`config.mk`:
```
export PLATFORM = sky130hd
export DESIGN_NAME = hat_regs
export DESIGN_NICKNAME = d
export VERILOG_FILES = /design/src/rtl/hat_pkg.sv /design/src/rtl/hat_regs.sv /design/src/rtl/hat_speed_meas.sv
export SDC_FILE = /design/constraint.sdc
export NUM_CORES = 1
export LEC_CHECK = 0
export BUFFER_PORTS_ARGS = -buffer_cell sky130_fd_sc_hd__buf_4
export CORE_UTILIZATION = 55
export DETAILED_ROUTE_END_ITERATION = 8
export HOLD_SLACK_MARGIN = 0.15
export PLACE_DENSITY = 0.81
export SLEW_MARGIN = 20
export SYNTH_ARGS = -nofsm -noshare
export SYNTH_HDL_FRONTEND = slang
export SYNTH_HIERARCHICAL = 1
export SYNTH_SLANG_ARGS = --single-unit
```
`constraint.sdc`:
```
create_clock -name mclk -period 2.5 [get_ports mclk]
set_input_delay 0.125 -clock mclk [delete_from_list [all_inputs] [get_ports mclk]]
set_output_delay 0.125 -clock mclk [all_outputs]
set_load 0.05 [all_outputs]
```
`src/rtl/hat_pkg.sv`:
```
package hat_pkg;

  // ---------------------------------------------------------------
  // register offsets
  // ---------------------------------------------------------------
  localparam logic [7:0] HAT_OFF_SPECIAL   = 8'h7C;
  localparam logic [7:0] HAT_OFF_VOLT_EN   = 8'h7E;
  localparam logic [7:0] HAT_OFF_THERM_EN  = 8'h82;
  localparam logic [7:0] HAT_OFF_RAIL_STAT = 8'h83;
  localparam logic [7:0] HAT_OFF_LSB_SB    = 8'h84;
  localparam logic [7:0] HAT_OFF_LSB_RD    = 8'h85;
  localparam logic [7:0] HAT_OFF_LSB_12A   = 8'h86;
  localparam logic [7:0] HAT_OFF_LSB_5V    = 8'h87;
  localparam logic [7:0] HAT_OFF_LSB_MC    = 8'h88;
  localparam logic [7:0] HAT_OFF_TEST_A    = 8'h89;
  localparam logic [7:0] HAT_OFF_TEST_RB   = 8'h8A;
  localparam logic [7:0] HAT_OFF_TEST_WB   = 8'h8B;
  localparam logic [7:0] HAT_OFF_TEST_RC   = 8'h8C;
  localparam logic [7:0] HAT_OFF_TEST_WC   = 8'h8D;
  localparam logic [7:0] HAT_OFF_TEST_D    = 8'h8E;
  localparam logic [7:0] HAT_OFF_SPEED1    = 8'h90;
  localparam logic [7:0] HAT_OFF_SPEED3    = 8'h92;

  // ---------------------------------------------------------------
  // reset values and write masks
  // ---------------------------------------------------------------
  localparam logic [7:0] HAT_RST_THERM_EN  = 8'h0E;
  localparam logic [7:0] HAT_RST_RAIL_STAT = 8'h00;
  localparam logic [7:0] HAT_RST_TEST_B    = 8'h4D;
  localparam logic [7:0] HAT_RST_TEST_C    = 8'h0E;
  localparam logic [7:0] HAT_RST_SPEED     = 8'h04;
  localparam logic [7:0] HAT_MASK_TEST_B   = 8'h7F;
  localparam logic [7:0] HAT_MASK_TEST_C   = 8'h1F;
  localparam logic [7:0] HAT_MASK_SPEED    = 8'h1F;
  localparam logic [7:0] HAT_MASK_THERM    = 8'h0F;

  // ---------------------------------------------------------------
  // field positions
  // ---------------------------------------------------------------
  localparam int HAT_THERM_GROUP  = 0;
  localparam int HAT_THERM_AMB    = 1;
  localparam int HAT_THERM_ZONE1  = 2;
  localparam int HAT_THERM_ZONE3  = 3;
  localparam int HAT_SPECIAL_GAE  = 2;
  localparam int HAT_VEN_VBAT     = 1;
  localparam int HAT_VEN_VTR      = 4;
  localparam int HAT_STAT_SB      = 0;
  localparam int HAT_STAT_BAT     = 1;
  localparam int HAT_OPT_SLOW     = 0;
  localparam int HAT_OPT_EDG_LO   = 1;
  localparam int HAT_OPT_EDG_HI   = 2;
  localparam int HAT_OPT_MODE     = 3;
  localparam int HAT_OPT_SKIP     = 4;

  // ---------------------------------------------------------------
  // speed measurement constants
  // ---------------------------------------------------------------
  localparam logic [15:0] HAT_SPEED_PART_SLOW0 = 16'hFFFF;
  localparam logic [15:0] HAT_SPEED_PART_SLOW1 = 16'hFFFE;
  localparam logic [3:0]  HAT_EDGES_00         = 4'h2;
  localparam logic [3:0]  HAT_EDGES_01         = 4'h3;
  localparam logic [3:0]  HAT_EDGES_10         = 4'h5;
  localparam logic [3:0]  HAT_EDGES_11         = 4'h9;
  localparam logic [1:0]  HAT_SKIP_EDGES       = 2'h3;

  typedef enum logic [1:0] {
    HAT_SP_IDLE  = 2'b00,
    HAT_SP_COUNT = 2'b01,
    HAT_SP_DONE  = 2'b10
  } hat_sp_state_t;

endpackage : hat_pkg

```
`src/rtl/hat_regs.sv`:
```
`timescale 1ns/1ps
// How it works
// software runs undriven fan outputs in mode 1
// each speed input tied to a drive output
// zone enables gate thermal status; reset 0Eh
// thermal group enable drives alert pin low
// lock bit makes registers ignore writes; write-one clears to 83h still land
// standby bit0, battery bit1; others read zero
// fault when at/below low or above high
// sticky status, write-one clear after event ends
// group or global enable clear keeps status
// 10-bit conversions averaged to 12-bit readings
// reading upper byte latches four low bits
// low-bit nibble pairs at 84h through 88h
// software never writes test registers 8Bh/8Dh
// partial edge count forces FFFFh or FFFEh
// edge select 2,3,5,9 edges; default five
// bit3 selects mode; options reset 04h
// unused or fast-drive inputs stay mode 1
// mode 2 skip first three edges option
// global alert enable gates the alert pin
module hat_regs
  import hat_pkg::*;
#(
  parameter int         NUM_SPEED = 3,
  parameter int         CNT_W     = 16,
  parameter logic [7:0] TEST_A_ID = 8'h00, // arbitrary value
  parameter logic [7:0] TEST_D_ID = 8'h00  // arbitrary value
) (
  input  wire logic                      mclk,
  input  wire logic                      rst_n,
  input  wire logic                      clk_en,
  // host register port
  input  wire logic                      reg_wr,
  input  wire logic                      reg_rd,
  input  wire logic [7:0]                reg_addr,
  input  wire logic [7:0]                reg_wdata,
  output logic      [7:0]                reg_rdata,
  // configuration held elsewhere in the monitor
  input  wire logic                      config_lock,
  input  wire logic [7:0]                special_func,
  input  wire logic [7:0]                volt_enable,
  // averaged readings, 12-bit, and the rail limits
  input  wire logic [11:0]               reading_standby,
  input  wire logic [11:0]               reading_battery,
  input  wire logic [11:0]               reading_rd1,
  input  wire logic [11:0]               reading_rd2,
  input  wire logic [11:0]               reading_ambient,
  input  wire logic [11:0]               reading_12v,
  input  wire logic [11:0]               reading_2v5,
  input  wire logic [11:0]               reading_5v,
  input  wire logic [11:0]               reading_core,
  input  wire logic [11:0]               reading_main,
  input  wire logic                      reading_strobe,
  input  wire logic [7:0]                standby_low_limit,
  input  wire logic [7:0]                standby_high_limit,
  input  wire logic [7:0]                battery_low_limit,
  input  wire logic [7:0]                battery_high_limit,
  // upper byte reads that latch low bits, one per reading
  input  wire logic [9:0]                upper_byte_read,
  // thermal zone out-of-limit events: amb, zone1, zone3
  input  wire logic [2:0]                zone_event,
  // speed measurement timing and inputs
  input  wire logic [NUM_SPEED-1:0]      speed_window_start,
  input  wire logic [NUM_SPEED-1:0]      speed_window_end,
  input  wire logic [NUM_SPEED-1:0]      speed_guard_done,
  input  wire logic [NUM_SPEED-1:0]      speed_pin,
  output logic      [NUM_SPEED*CNT_W-1:0] speed_reading,
  output logic      [NUM_SPEED-1:0]      speed_reading_valid,
  output logic      [2:0]                zone_status,
  output logic      [7:0]                rail_status,
  output logic                           monitor_alert_n
);

  // ---------------------------------------------------------------
  // register state
  // ---------------------------------------------------------------
  logic [7:0]  thermal_alert_enable_q;
  logic [1:0]  rail_fault_q;
  logic [2:0]  zone_status_q;
  logic [7:0]  test_writable_b_q;
  logic [7:0]  test_writable_c_q;
  logic [7:0]  speed_opt_q [NUM_SPEED];
  logic [7:0]  low_bits_q  [5];
  logic [2:0]  pin_s1_q;
  logic [2:0]  pin_s2_q;
  logic [NUM_SPEED-1:0] sp_s1_q;
  logic [NUM_SPEED-1:0] sp_s2_q;
  logic [NUM_SPEED-1:0] sp_s3_q;

  // ---------------------------------------------------------------
  // address decode
  // ---------------------------------------------------------------
  wire logic wr_ok      = reg_wr & ~config_lock;
  wire logic wr_therm   = wr_ok & (reg_addr == HAT_OFF_THERM_EN);
  wire logic wr_stat    = reg_wr & (reg_addr == HAT_OFF_RAIL_STAT);
  wire logic wr_test_b  = wr_ok & (reg_addr == HAT_OFF_TEST_WB);
  wire logic wr_test_c  = wr_ok & (reg_addr == HAT_OFF_TEST_WC);
  wire logic in_speed   = (reg_addr >= HAT_OFF_SPEED1) & (reg_addr <= HAT_OFF_SPEED3);
  wire logic [7:0] sp_ix = reg_addr - HAT_OFF_SPEED1;

  // ---------------------------------------------------------------
  // rail fault detection
  // ---------------------------------------------------------------
  function automatic logic hat_out_of_limit(input logic [7:0] rd, input logic [7:0] lo,
                                            input logic [7:0] hi);
    hat_out_of_limit = (rd <= lo) | (rd > hi);
  endfunction : hat_out_of_limit

  // only the upper byte of the averaged reading is compared
  wire logic sb_fault  = hat_out_of_limit(reading_standby[11:4], standby_low_limit,
                                          standby_high_limit);
  wire logic bat_fault = hat_out_of_limit(reading_battery[11:4], battery_low_limit,
                                          battery_high_limit);
  wire logic [1:0] rail_ev  = {bat_fault, sb_fault} & {2{reading_strobe}};
  wire logic [1:0] rail_ien = {volt_enable[HAT_VEN_VBAT], volt_enable[HAT_VEN_VTR]};
  // clear only lands once the event has gone
  wire logic [1:0] rail_clr = {2{wr_stat}} & reg_wdata[1:0] & ~{bat_fault, sb_fault};

  // set beats clear; dropping the individual enable clears
  always_ff @(posedge mclk or negedge rst_n) begin
    if (!rst_n) rail_fault_q <= HAT_RST_RAIL_STAT[1:0];
    else if (clk_en) rail_fault_q <= ((rail_fault_q & ~rail_clr) | rail_ev) & rail_ien;
  end

  // ---------------------------------------------------------------
  // thermal zones
  // ---------------------------------------------------------------
  // zone events come from pins of the sensing front end
  always_ff @(posedge mclk or negedge rst_n) begin
    if (!rst_n) begin
      pin_s1_q <= 3'h0;
      pin_s2_q <= 3'h0;
    end else if (clk_en) begin
      pin_s1_q <= zone_event;
      pin_s2_q <= pin_s1_q;
    end
  end

  wire logic [2:0] zone_ien = {thermal_alert_enable_q[HAT_THERM_ZONE3],
                               thermal_alert_enable_q[HAT_THERM_ZONE1],
                               thermal_alert_enable_q[HAT_THERM_AMB]};

  // zone status sits elsewhere in the map; kept here to drive the pin
  always_ff @(posedge mclk or negedge rst_n) begin
    if (!rst_n) zone_status_q <= 3'h0;
    else if (clk_en) zone_status_q <= (zone_status_q | pin_s2_q) & zone_ien;
  end

  // group/global enables only gate the pin, never the status bits
  wire logic therm_alert = thermal_alert_enable_q[HAT_THERM_GROUP] & (|zone_status_q);

  always_ff @(posedge mclk or negedge rst_n) begin
    if (!rst_n) monitor_alert_n <= 1'b1;
    else if (clk_en) monitor_alert_n <= ~(therm_alert & special_func[HAT_SPECIAL_GAE]);
  end

  // ---------------------------------------------------------------
  // writable configuration
  // ---------------------------------------------------------------
  always_ff @(posedge mclk or negedge rst_n) begin
    if (!rst_n) begin
      thermal_alert_enable_q <= HAT_RST_THERM_EN;
      test_writable_b_q      <= HAT_RST_TEST_B;
      test_writable_c_q      <= HAT_RST_TEST_C;
    end else if (clk_en) begin
      if (wr_therm) thermal_alert_enable_q <= reg_wdata & HAT_MASK_THERM;
      if (wr_test_b) test_writable_b_q <= reg_wdata & HAT_MASK_TEST_B;
      if (wr_test_c) test_writable_c_q <= reg_wdata & HAT_MASK_TEST_C;
    end
  end

  genvar g;
  generate
    for (g = 0; g < NUM_SPEED; g++) begin : g_speed
      wire logic wr_sp = wr_ok & in_speed & (sp_ix == 8'(g));

      always_ff @(posedge mclk or negedge rst_n) begin
        if (!rst_n) speed_opt_q[g] <= HAT_RST_SPEED;
        else if (clk_en && wr_sp) speed_opt_q[g] <= reg_wdata & HAT_MASK_SPEED;
      end

      // mode 1 is the software's choice for idle inputs
      hat_speed_meas #(
        .CNT_W (CNT_W)
      ) u_meas (
        .mclk         (mclk),
        .rst_n        (rst_n),
        .clk_en       (clk_en),
        .options      (speed_opt_q[g]),
        .window_start (speed_window_start[g]),
        .window_end   (speed_window_end[g]),
        .guard_done   (speed_guard_done[g]),
        .edge_seen    (sp_s2_q[g] & ~sp_s3_q[g]),
        .speed_count  (speed_reading[g*CNT_W +: CNT_W]),
        .speed_valid  (speed_reading_valid[g])
      );
    end
  endgenerate

  // speed pins: two-stage sync, third stage only for the edge
  // reset high like an idle pulled-up pin, so no false edge follows reset
  always_ff @(posedge mclk or negedge rst_n) begin
    if (!rst_n) begin
      sp_s1_q <= '1;
      sp_s2_q <= '1;
      sp_s3_q <= '1;
    end else if (clk_en) begin
      sp_s1_q <= speed_pin;
      sp_s2_q <= sp_s1_q;
      sp_s3_q <= sp_s2_q;
    end
  end

  // ---------------------------------------------------------------
  // low-bit latches
  // ---------------------------------------------------------------
  // readings arrive already averaged to 12 bits from 10-bit samples
  wire logic [11:0] rd_all [10] = '{reading_standby, reading_battery, reading_rd2,
                                    reading_rd1, reading_12v, reading_ambient,
                                    reading_5v, reading_2v5, reading_main, reading_core};

  generate
    for (g = 0; g < 5; g++) begin : g_low
      // upper nibble is the first-named reading of the pair
      always_ff @(posedge mclk or negedge rst_n) begin
        if (!rst_n) low_bits_q[g] <= 8'h00;
        else if (clk_en) begin
          if (upper_byte_read[2*g]) low_bits_q[g][7:4] <= rd_all[2*g][3:0];
          if (upper_byte_read[2*g+1]) low_bits_q[g][3:0] <= rd_all[2*g+1][3:0];
        end
      end
    end
  endgenerate

  // ---------------------------------------------------------------
  // read mux
  // ---------------------------------------------------------------
  logic [7:0] rd_mux;
  always_comb begin
    rd_mux = 8'h00;
    unique case (reg_addr)
      HAT_OFF_THERM_EN:  rd_mux = thermal_alert_enable_q;
      HAT_OFF_RAIL_STAT: rd_mux = {6'h00, rail_fault_q};
      HAT_OFF_LSB_SB:    rd_mux = low_bits_q[0];
      HAT_OFF_LSB_RD:    rd_mux = low_bits_q[1];
      HAT_OFF_LSB_12A:   rd_mux = low_bits_q[2];
      HAT_OFF_LSB_5V:    rd_mux = low_bits_q[3];
      HAT_OFF_LSB_MC:    rd_mux = low_bits_q[4];
      HAT_OFF_TEST_A:    rd_mux = TEST_A_ID;
      HAT_OFF_TEST_RB:   rd_mux = HAT_RST_TEST_B;
      HAT_OFF_TEST_WB:   rd_mux = test_writable_b_q;
      HAT_OFF_TEST_RC:   rd_mux = HAT_RST_TEST_C;
      HAT_OFF_TEST_WC:   rd_mux = test_writable_c_q;
      HAT_OFF_TEST_D:    rd_mux = TEST_D_ID;
      default: begin
        if (in_speed) rd_mux = speed_opt_q[sp_ix[1:0]];
      end
    endcase
  end

  always_ff @(posedge mclk or negedge rst_n) begin
    if (!rst_n) reg_rdata <= 8'h00;
    else if (clk_en && reg_rd) reg_rdata <= rd_mux;
  end

  assign zone_status = zone_status_q;
  assign rail_status = {6'h00, rail_fault_q};

endmodule : hat_regs

```
`src/rtl/hat_speed_meas.sv`:
```
`timescale 1ns/1ps
module hat_speed_meas
  import hat_pkg::*;
#(
  parameter int CNT_W = 16
) (
  input  wire logic             mclk,
  input  wire logic             rst_n,
  input  wire logic             clk_en,
  input  wire logic [7:0]       options,
  input  wire logic             window_start,
  input  wire logic             window_end,
  input  wire logic             guard_done,
  input  wire logic             edge_seen,
  output logic      [CNT_W-1:0] speed_count,
  output logic                  speed_valid
);

  // ---------------------------------------------------------------
  // option decode
  // ---------------------------------------------------------------
  function automatic logic [3:0] hat_edges(input logic [1:0] sel);
    unique case (sel)
      2'b00: hat_edges = HAT_EDGES_00;
      2'b01: hat_edges = HAT_EDGES_01;
      2'b10: hat_edges = HAT_EDGES_10;
      2'b11: hat_edges = HAT_EDGES_11;
    endcase
  endfunction : hat_edges

  wire logic [3:0] need_edges = hat_edges(options[HAT_OPT_EDG_HI:HAT_OPT_EDG_LO]);
  wire logic       mode2      = options[HAT_OPT_MODE];
  wire logic       skip_on    = mode2 & options[HAT_OPT_SKIP];

  hat_sp_state_t    state_q;
  logic [3:0]       edges_q;
  logic [1:0]       skipped_q;
  logic [CNT_W-1:0] ticks_q;

  // mode 2 waits for the guard time before edges count
  wire logic armed     = ~mode2 | guard_done;
  wire logic skip_edge = skip_on & (skipped_q != HAT_SKIP_EDGES);
  wire logic count_ok  = edge_seen & armed & ~skip_edge;
  wire logic full      = (edges_q == need_edges);
  wire logic partial   = (edges_q != 4'h0) & ~full;
  wire logic [CNT_W-1:0] part_code = options[HAT_OPT_SLOW] ?
    CNT_W'(HAT_SPEED_PART_SLOW1) : CNT_W'(HAT_SPEED_PART_SLOW0);

  always_ff @(posedge mclk or negedge rst_n) begin
    if (!rst_n) begin
      state_q     <= HAT_SP_IDLE;
      edges_q     <= 4'h0;
      skipped_q   <= 2'h0;
      ticks_q     <= '0;
      speed_count <= '1;
      speed_valid <= 1'b0;
    end else if (clk_en) begin
      speed_valid <= 1'b0;
      unique case (state_q)
        HAT_SP_IDLE: begin
          if (window_start) begin
            state_q   <= HAT_SP_COUNT;
            edges_q   <= 4'h0;
            skipped_q <= 2'h0;
            ticks_q   <= '0;
          end
        end
        HAT_SP_COUNT: begin
          if (edges_q != 4'h0 && ticks_q != '1) ticks_q <= ticks_q + 1'b1;
          if (edge_seen && armed && skip_edge) skipped_q <= skipped_q + 2'h1;
          if (count_ok && !full) edges_q <= edges_q + 4'h1;
          if (full || window_end) state_q <= HAT_SP_DONE;
        end
        HAT_SP_DONE: begin
          // partial count forces the coded reading
          speed_count <= partial ? part_code : (full ? ticks_q : '1);
          speed_valid <= 1'b1;
          state_q     <= HAT_SP_IDLE;
        end
        default: state_q <= HAT_SP_IDLE;
      endcase
    end
  end

endmodule : hat_speed_meas

```
Yosys cells after proc, flatten, opt, wreduce, memory -nomap -nowiden
Index checks and enable logic that the tools add are counted.
{"block": "word_totals", "ff_bits": 223, "out_inout_bits": 71, "elab_cells": 295}
{"block": "op_classes", "n_addsub": 10, "n_lt_le_gt_ge": 7, "n_eq_ne": 54, "n_mux": 56, "bitwise_logic": 60, "n_reduce_logical": 65}
{"operator": "two-way mux 16 bit", "count": 12}
{"operator": "== test 8 bit (second input constant)", "count": 13}
{"operator": "one-hot mux 16 bit (2 select lines)", "count": 3}
{"operator": "one-hot mux 8 bit (12 select lines)", "count": 1}
{"operator": "adder 16 x 1 -> 16 bit (second input constant)", "count": 3}
{"operator": "!= test 16 bit (second input constant)", "count": 3}
{"operator": "one-hot mux 4 bit (4 select lines)", "count": 3}
{"operator": "AND reduction 4 bit", "count": 9}
{"operator": "AND reduction 2 bit", "count": 16}
{"operator": "bitwise AND 1 bit", "count": 30}
{"operator": "two-way mux 2 bit", "count": 12}
{"operator": "two-way mux 4 bit", "count": 6}
{"operator": "two-way mux 8 bit", "count": 3}
{"operator": "!= test 2 x 1 -> 1 bit (second input constant)", "count": 12}
{"operator": "one-hot mux 2 bit (2 select lines)", "count": 6}
{"operator": "one-hot mux 4 bit (2 select lines)", "count": 3}
{"operator": "== test 2 bit (second input constant)", "count": 9}
{"operator": "binary-select mux 8 bit (select 2 bit)", "count": 1}
{"operator": "greater-than comparator 8 bit", "count": 2}
{"operator": "<= comparator 8 bit", "count": 2}
{"operator": "logical AND 1 bit", "count": 16}
{"operator": "inverter 1 bit", "count": 14}
{"operator": "adder 4 x 1 -> 4 bit (second input constant)", "count": 3}
{"operator": "== test 2 x 1 -> 1 bit (second input constant)", "count": 6}
{"operator": "26 further kinds", "count": 64}

Longest topological paths before layout
{"block": "logic_depth", "depth_word": 8, "mapped_depth": 9}

Hierarchy
Netlist, hierarchy kept.
{"mod": "hat_regs", "n_inst": 1, "cells_per_inst": 504, "area_per_inst_um2": 5606.6, "seq_area_each_um2": 2531.2}
{"mod": "hat_speed_meas at g_speed[0].u_meas ...", "n_inst": 2, "cells_per_inst": 242, "area_per_inst_um2": 2172.1, "seq_area_each_um2": 1046.0}
{"mod": "hat_speed_meas at g_speed[2].u_meas", "n_inst": 1, "cells_per_inst": 244, "area_per_inst_um2": 2200.9, "seq_area_each_um2": 1046.0}

Least setup slack after synthesis
No wires, ideal clock.
{"block": "synth_timing", "kind": "reg2reg", "start": "register g_speed[0].u_meas.edges_q[0]", "end": "register g_speed[0].u_meas.ticks_q[15]", "setup_ns": 0.083, "arrival_time_ns": 1.848, "t_required_ns": 2.417, "setup_slack_ns": 0.569, "stages_incl_launch_ff": 9, "synth_period_minus_slack_ns": 1.931, "cell_sequence": "dfrtp_1 -> buf_2 -> inv_1 -> ha_1 -> or3b_2 -> nor2_1 -> a311o_2 -> or4_1 -> o21ai_0"}
{"block": "synth_via", "elab_chain_len": 4}
{"element": "from (decl)", "line_no": "hat_speed_meas.sv:36", "text": "logic [3:0] edges_q;"}
{"element": "from (signal assigned)", "line_no": "hat_speed_meas.sv:71", "text": "if (count_ok && !full) edges_q <= edges_q + 4'h1;"}
{"element": "nonzero test 4 bit", "line_no": "hat_speed_meas.sv:69", "text": "if (edges_q != 4'h0 && ticks_q != '1) ticks_q <= ticks_q + 1'b1;"}
{"element": "logical AND 1 bit", "line_no": "hat_speed_meas.sv:69"}
{"element": "!= test 2 x 1 -> 1 bit (no line)"}
{"element": "AND reduction 4 bit (no line)"}
{"element": "to (signal assigned)", "line_no": "hat_speed_meas.sv:69"}
{"element": "to (decl)", "line_no": "hat_speed_meas.sv:38", "text": "logic [CNT_W-1:0] ticks_q;"}
No other way between the ends.
A chain may end at the register's enable or synchronous reset.

==> out/qor.yml <==
synth:
  synth-compound-area-share: 0.165
  yosys_warnings: 6
  synthMuxAreaShare: 0.0971
  yosysSeqAreaShare: 0.467
  synthAdderAreaFrac: 0.0453
  synth_top_family_by_area: "simple AND/OR/NAND/NOR gates"
  ys_ff_latch: 223
  synthArstFlopShare: 1.00
  avgSynthCellArea_um2: 9.86
  yosys.area_share.xor_xnor: 0.00216
  synth_cell_type_count: 81
  dominantRegCellSynth: "dfrtp_1"
  syn_inst: 1232
  syn_area_um2: 12200
  synth-simple-area-share: 0.174
  synth_edf_count: 0
clock_network:
  cts_max_level: 1
  post-cts-setup-buffers: 0
  clockBufferDepth: 3
  clock_latency_ps: 530
  cts_buffers: 24
  clkTransAtPathRegs_ps: 60
  clock_sinks: 223
  clockRootBuffer: "clkbuf_16"
  cts_tree: "built"
placement:
  port_buffers: 202
  gp_congestion: 0.910
  dpl_cell_area_um2: 13800
  post-place-ws_ps: 317
  hpwlAfterDp_um: 21300
worst_setup_path:
  cpMaxStageDelayCell: "dlygate4sd3_1"
  crit_path_cell_trace: "dlygate4sd3_1 -> buf_4 -> buf_4 -> o2111ai_1 -> dlygate4sd3_1 -> o211ai_1 -> dlygate4sd3_1"
  cp_slowest_stage_delay_ps: 590
  critPathTopFamily: "buffers and inverters"
  crit_path_end_kind: "flip-flop"
  start_kind: "input port"
  worstPathArrival_ps: 2800
  cp_common_cell: "dlygate4sd3_1"
  crit_type: "input port to flip-flop"
  crit_buf_inv: 5
  path_max_fanout: 37
  worstPathRequired_ps: 2960
global_routing:
  grt_max_degree: 82
  antenna_found_initial: 2
  overflow: 0
  grt_pass1_wl_um: 55200
  grt_usage: 0.306
  grt_pass1_vias: 11100
routing:
  drcViolationCount: 0
  ant_nets: 0
  drt_pass1_iterations: 5
  vias_per_cell: 5.98
  num_vias: 11000
  first_iter_violations: 884
  routed_wl_um: 34100
  routedWlPerCell_um: 18.5
pwr:
  ir_worst_vdd_uv: 582
  p_leak_nw: 7.10
  powerDensity_nw_per_um2: 878
die:
  core_um2: 21800
  die_width_um: 151
  rows: 54
  die_y_um: 151
  initial_core_util: 0.559
  dieArea_um2: 22700
  ios: 287
timing:
  timing.hold.ws_ps: 196
  clock.fmax_mhz: 427
  finalCritPeriodShare: 0.938
  setup_ws_ps: 156
  rsz0062_at_grt: "false"
  hold_viol: 0
  worst_pin_slew_ps: 918
  max_slew_margin: 0.388
  fin_worst_skew_ps: 21.9
  fin_crit_ps: 2340
  finalSetupViolCount: 0
  fin_tns_setup_ps: 0
  drv_slew: 0
final_layout:
  drive_gt1_frac: 0.292
  nets: 1805
  final_util: 0.723
  multi_input_area_um2: 5910
  area_delta_synth_final_pct: 29.5
  nFillCells: 1529
  fin_area_um2: 15700
  regArea_um2: 5670
status:
  status: "completed"
flow_run:
  max_cap_violations: 0
worst_hold_path:
  hp-class: "input port to asynchronous set/reset pin"
==> cell usage in the layout (no fill, tap or decap), drive strengths merged, types with 6 or more instances in the layout <==
cell,n
buf,221
dfrtp,152
nor2,129
nand2,123
dlygate4sd3,117
o21ai,108
mux2,89
a21oi,78
dfstp,71
inv,58
ha,44
nand3,39
clkbuf,37
nand4,28
a31oi,21
o31ai,21
nor2b,17
nor3,17
nand2b,15
a21o,13
mux2i,11
o41ai,10
o21a,10
o211ai,8
and3,8
or4,7
nand3b,6
conb,6
clkinv,6
==> power breakdown <==
group	total [W]	internal, W	switching, W
logic	0.00519	0.00190	0.00328
clock network	0.00336	0.00192	0.00144
registers	0.00527	0.00461	0.000667
total	0.0138	0.00843	0.00539
==> repair_timing <==
item / in CTS / in global routing
gates resized for setup: 0 / 1
hold buffers: 117 / 0
endpoints found under the setup margin: 0 / 1
hold endpoints to repair: 261 / 0
==> worst paths after layout <==
check | depth (start not counted) | from | end | slack [ps]
max | 7 | clk_en | rail_fault_q[1] | 160
min | 2 | rst_n | g_speed[1].u_meas/ticks_q[8] | 200
max reg2reg | 5 | g_speed[2].u_meas/edges_q[0] | g_speed[2].u_meas/edges_q[3] | 270
min reg2reg | 2 | g_speed[0].u_meas/speed_count[13] | g_speed[0].u_meas/speed_count[13] | 450
max in group asynchronous | 3 | rst_n | test_writable_b_q[6] | 1420
min in group mclk | 4 | reg_addr[3] | reg_rdata[1] | 230
==> metrics by stage <==
stage | instances | power [W]
CTS | 1843 | 0.0138
global placement | 1682 | 0.0100
finish | 1845 | 0.0138
detailed placement | 1682 | 0.0102
floorplan | 1237 | 0.00874
global route | 1845 | 0.0146
==> layer usage <==
| metal | wire [um] | track usage | up-vias |
|---|---|---|---|
| li1 | - | - | 5068 |
| met1 | 13500 | 0.372 | 5295 |
| met2 | 16700 | 0.518 | 530 |
| met3 | 2240 | 0.0594 | 149 |
| met4 | 1620 | 0.153 | 0 |
| met5 | 0 | 0 | - |
==> final cells by class <==
cell class,instances,area share
multi-input cells,900,0.376
flip-flops and latches,223,0.360
inverters,58,0.0138
clock inverters,7,0.00453
well taps,280,0.0223
repair buffers,338,0.181
clock buffers,37,0.0419
diodes,2,0.000318
==> worst register-to-register path: cells and delay by family (launching register included) <==
kind	cells	cell delay [ps]
flops	1	460
simple gates	1	260
xor+xnor	1	200
compound gates	3	1190
==> cells in the mapped netlist (5+ instances only) <==
library cell,instances,share of area
nand3b_1,6,0.0037
nand4_1,27,0.014
dfrtp_1,152,0.31
o211ai_1,8,0.0049
or3b_2,5,0.0036
a31oi_1,21,0.011
o21a_1,8,0.0049
clkbuf_1,20,0.0062
a311oi_1,5,0.0036
a21oi_1,78,0.032
nor2b_1,17,0.0088
o41ai_1,10,0.0072
and3_1,8,0.0041
nand2_1,123,0.038
mux2_2,89,0.082
buf_2,12,0.0049
dfstp_2,71,0.15
buf_4,11,0.0068
inv_1,58,0.018
o21ai_1,9,0.0037
mux2i_1,11,0.0091
nand3_1,38,0.016
nor2_1,126,0.039
ha_1,44,0.045
o21ai_2,6,0.0043
nand2b_1,15,0.0077
a21o_1,13,0.0080
a211oi_1,5,0.0031
o21ai_0,93,0.038
clkbuf_8,8,0.0091
nor3_1,13,0.0054
o31ai_1,20,0.012
==> sequential cells by signal (all words and copies together), names as in the netlist, 4 cells and up <==
register                    cells
g_speed.u_meas/speed_count     48
g_speed.u_meas/skipped_q        6
g_speed.u_meas/state_q          6
test_writable_c_q               5
speed_opt_q                    15
g_speed.u_meas/edges_q         12
low_bits_q                     40
reg_rdata                       8
test_writable_b_q               7
g_speed.u_meas/ticks_q         48
thermal_alert_enable_q          4
==> kinds of logic after synthesis <==
| kind of cell | Yosys count |
|---|---|
| compound gates | 319 |
| xor+xnor | 3 |
| fa+ha+maj | 44 |
| buf+inv | 114 |
| flops | 223 |
| mux | 103 |
| other cells | 1 |
| simple gates | 425 |
(Power assumes the default switching activity.)
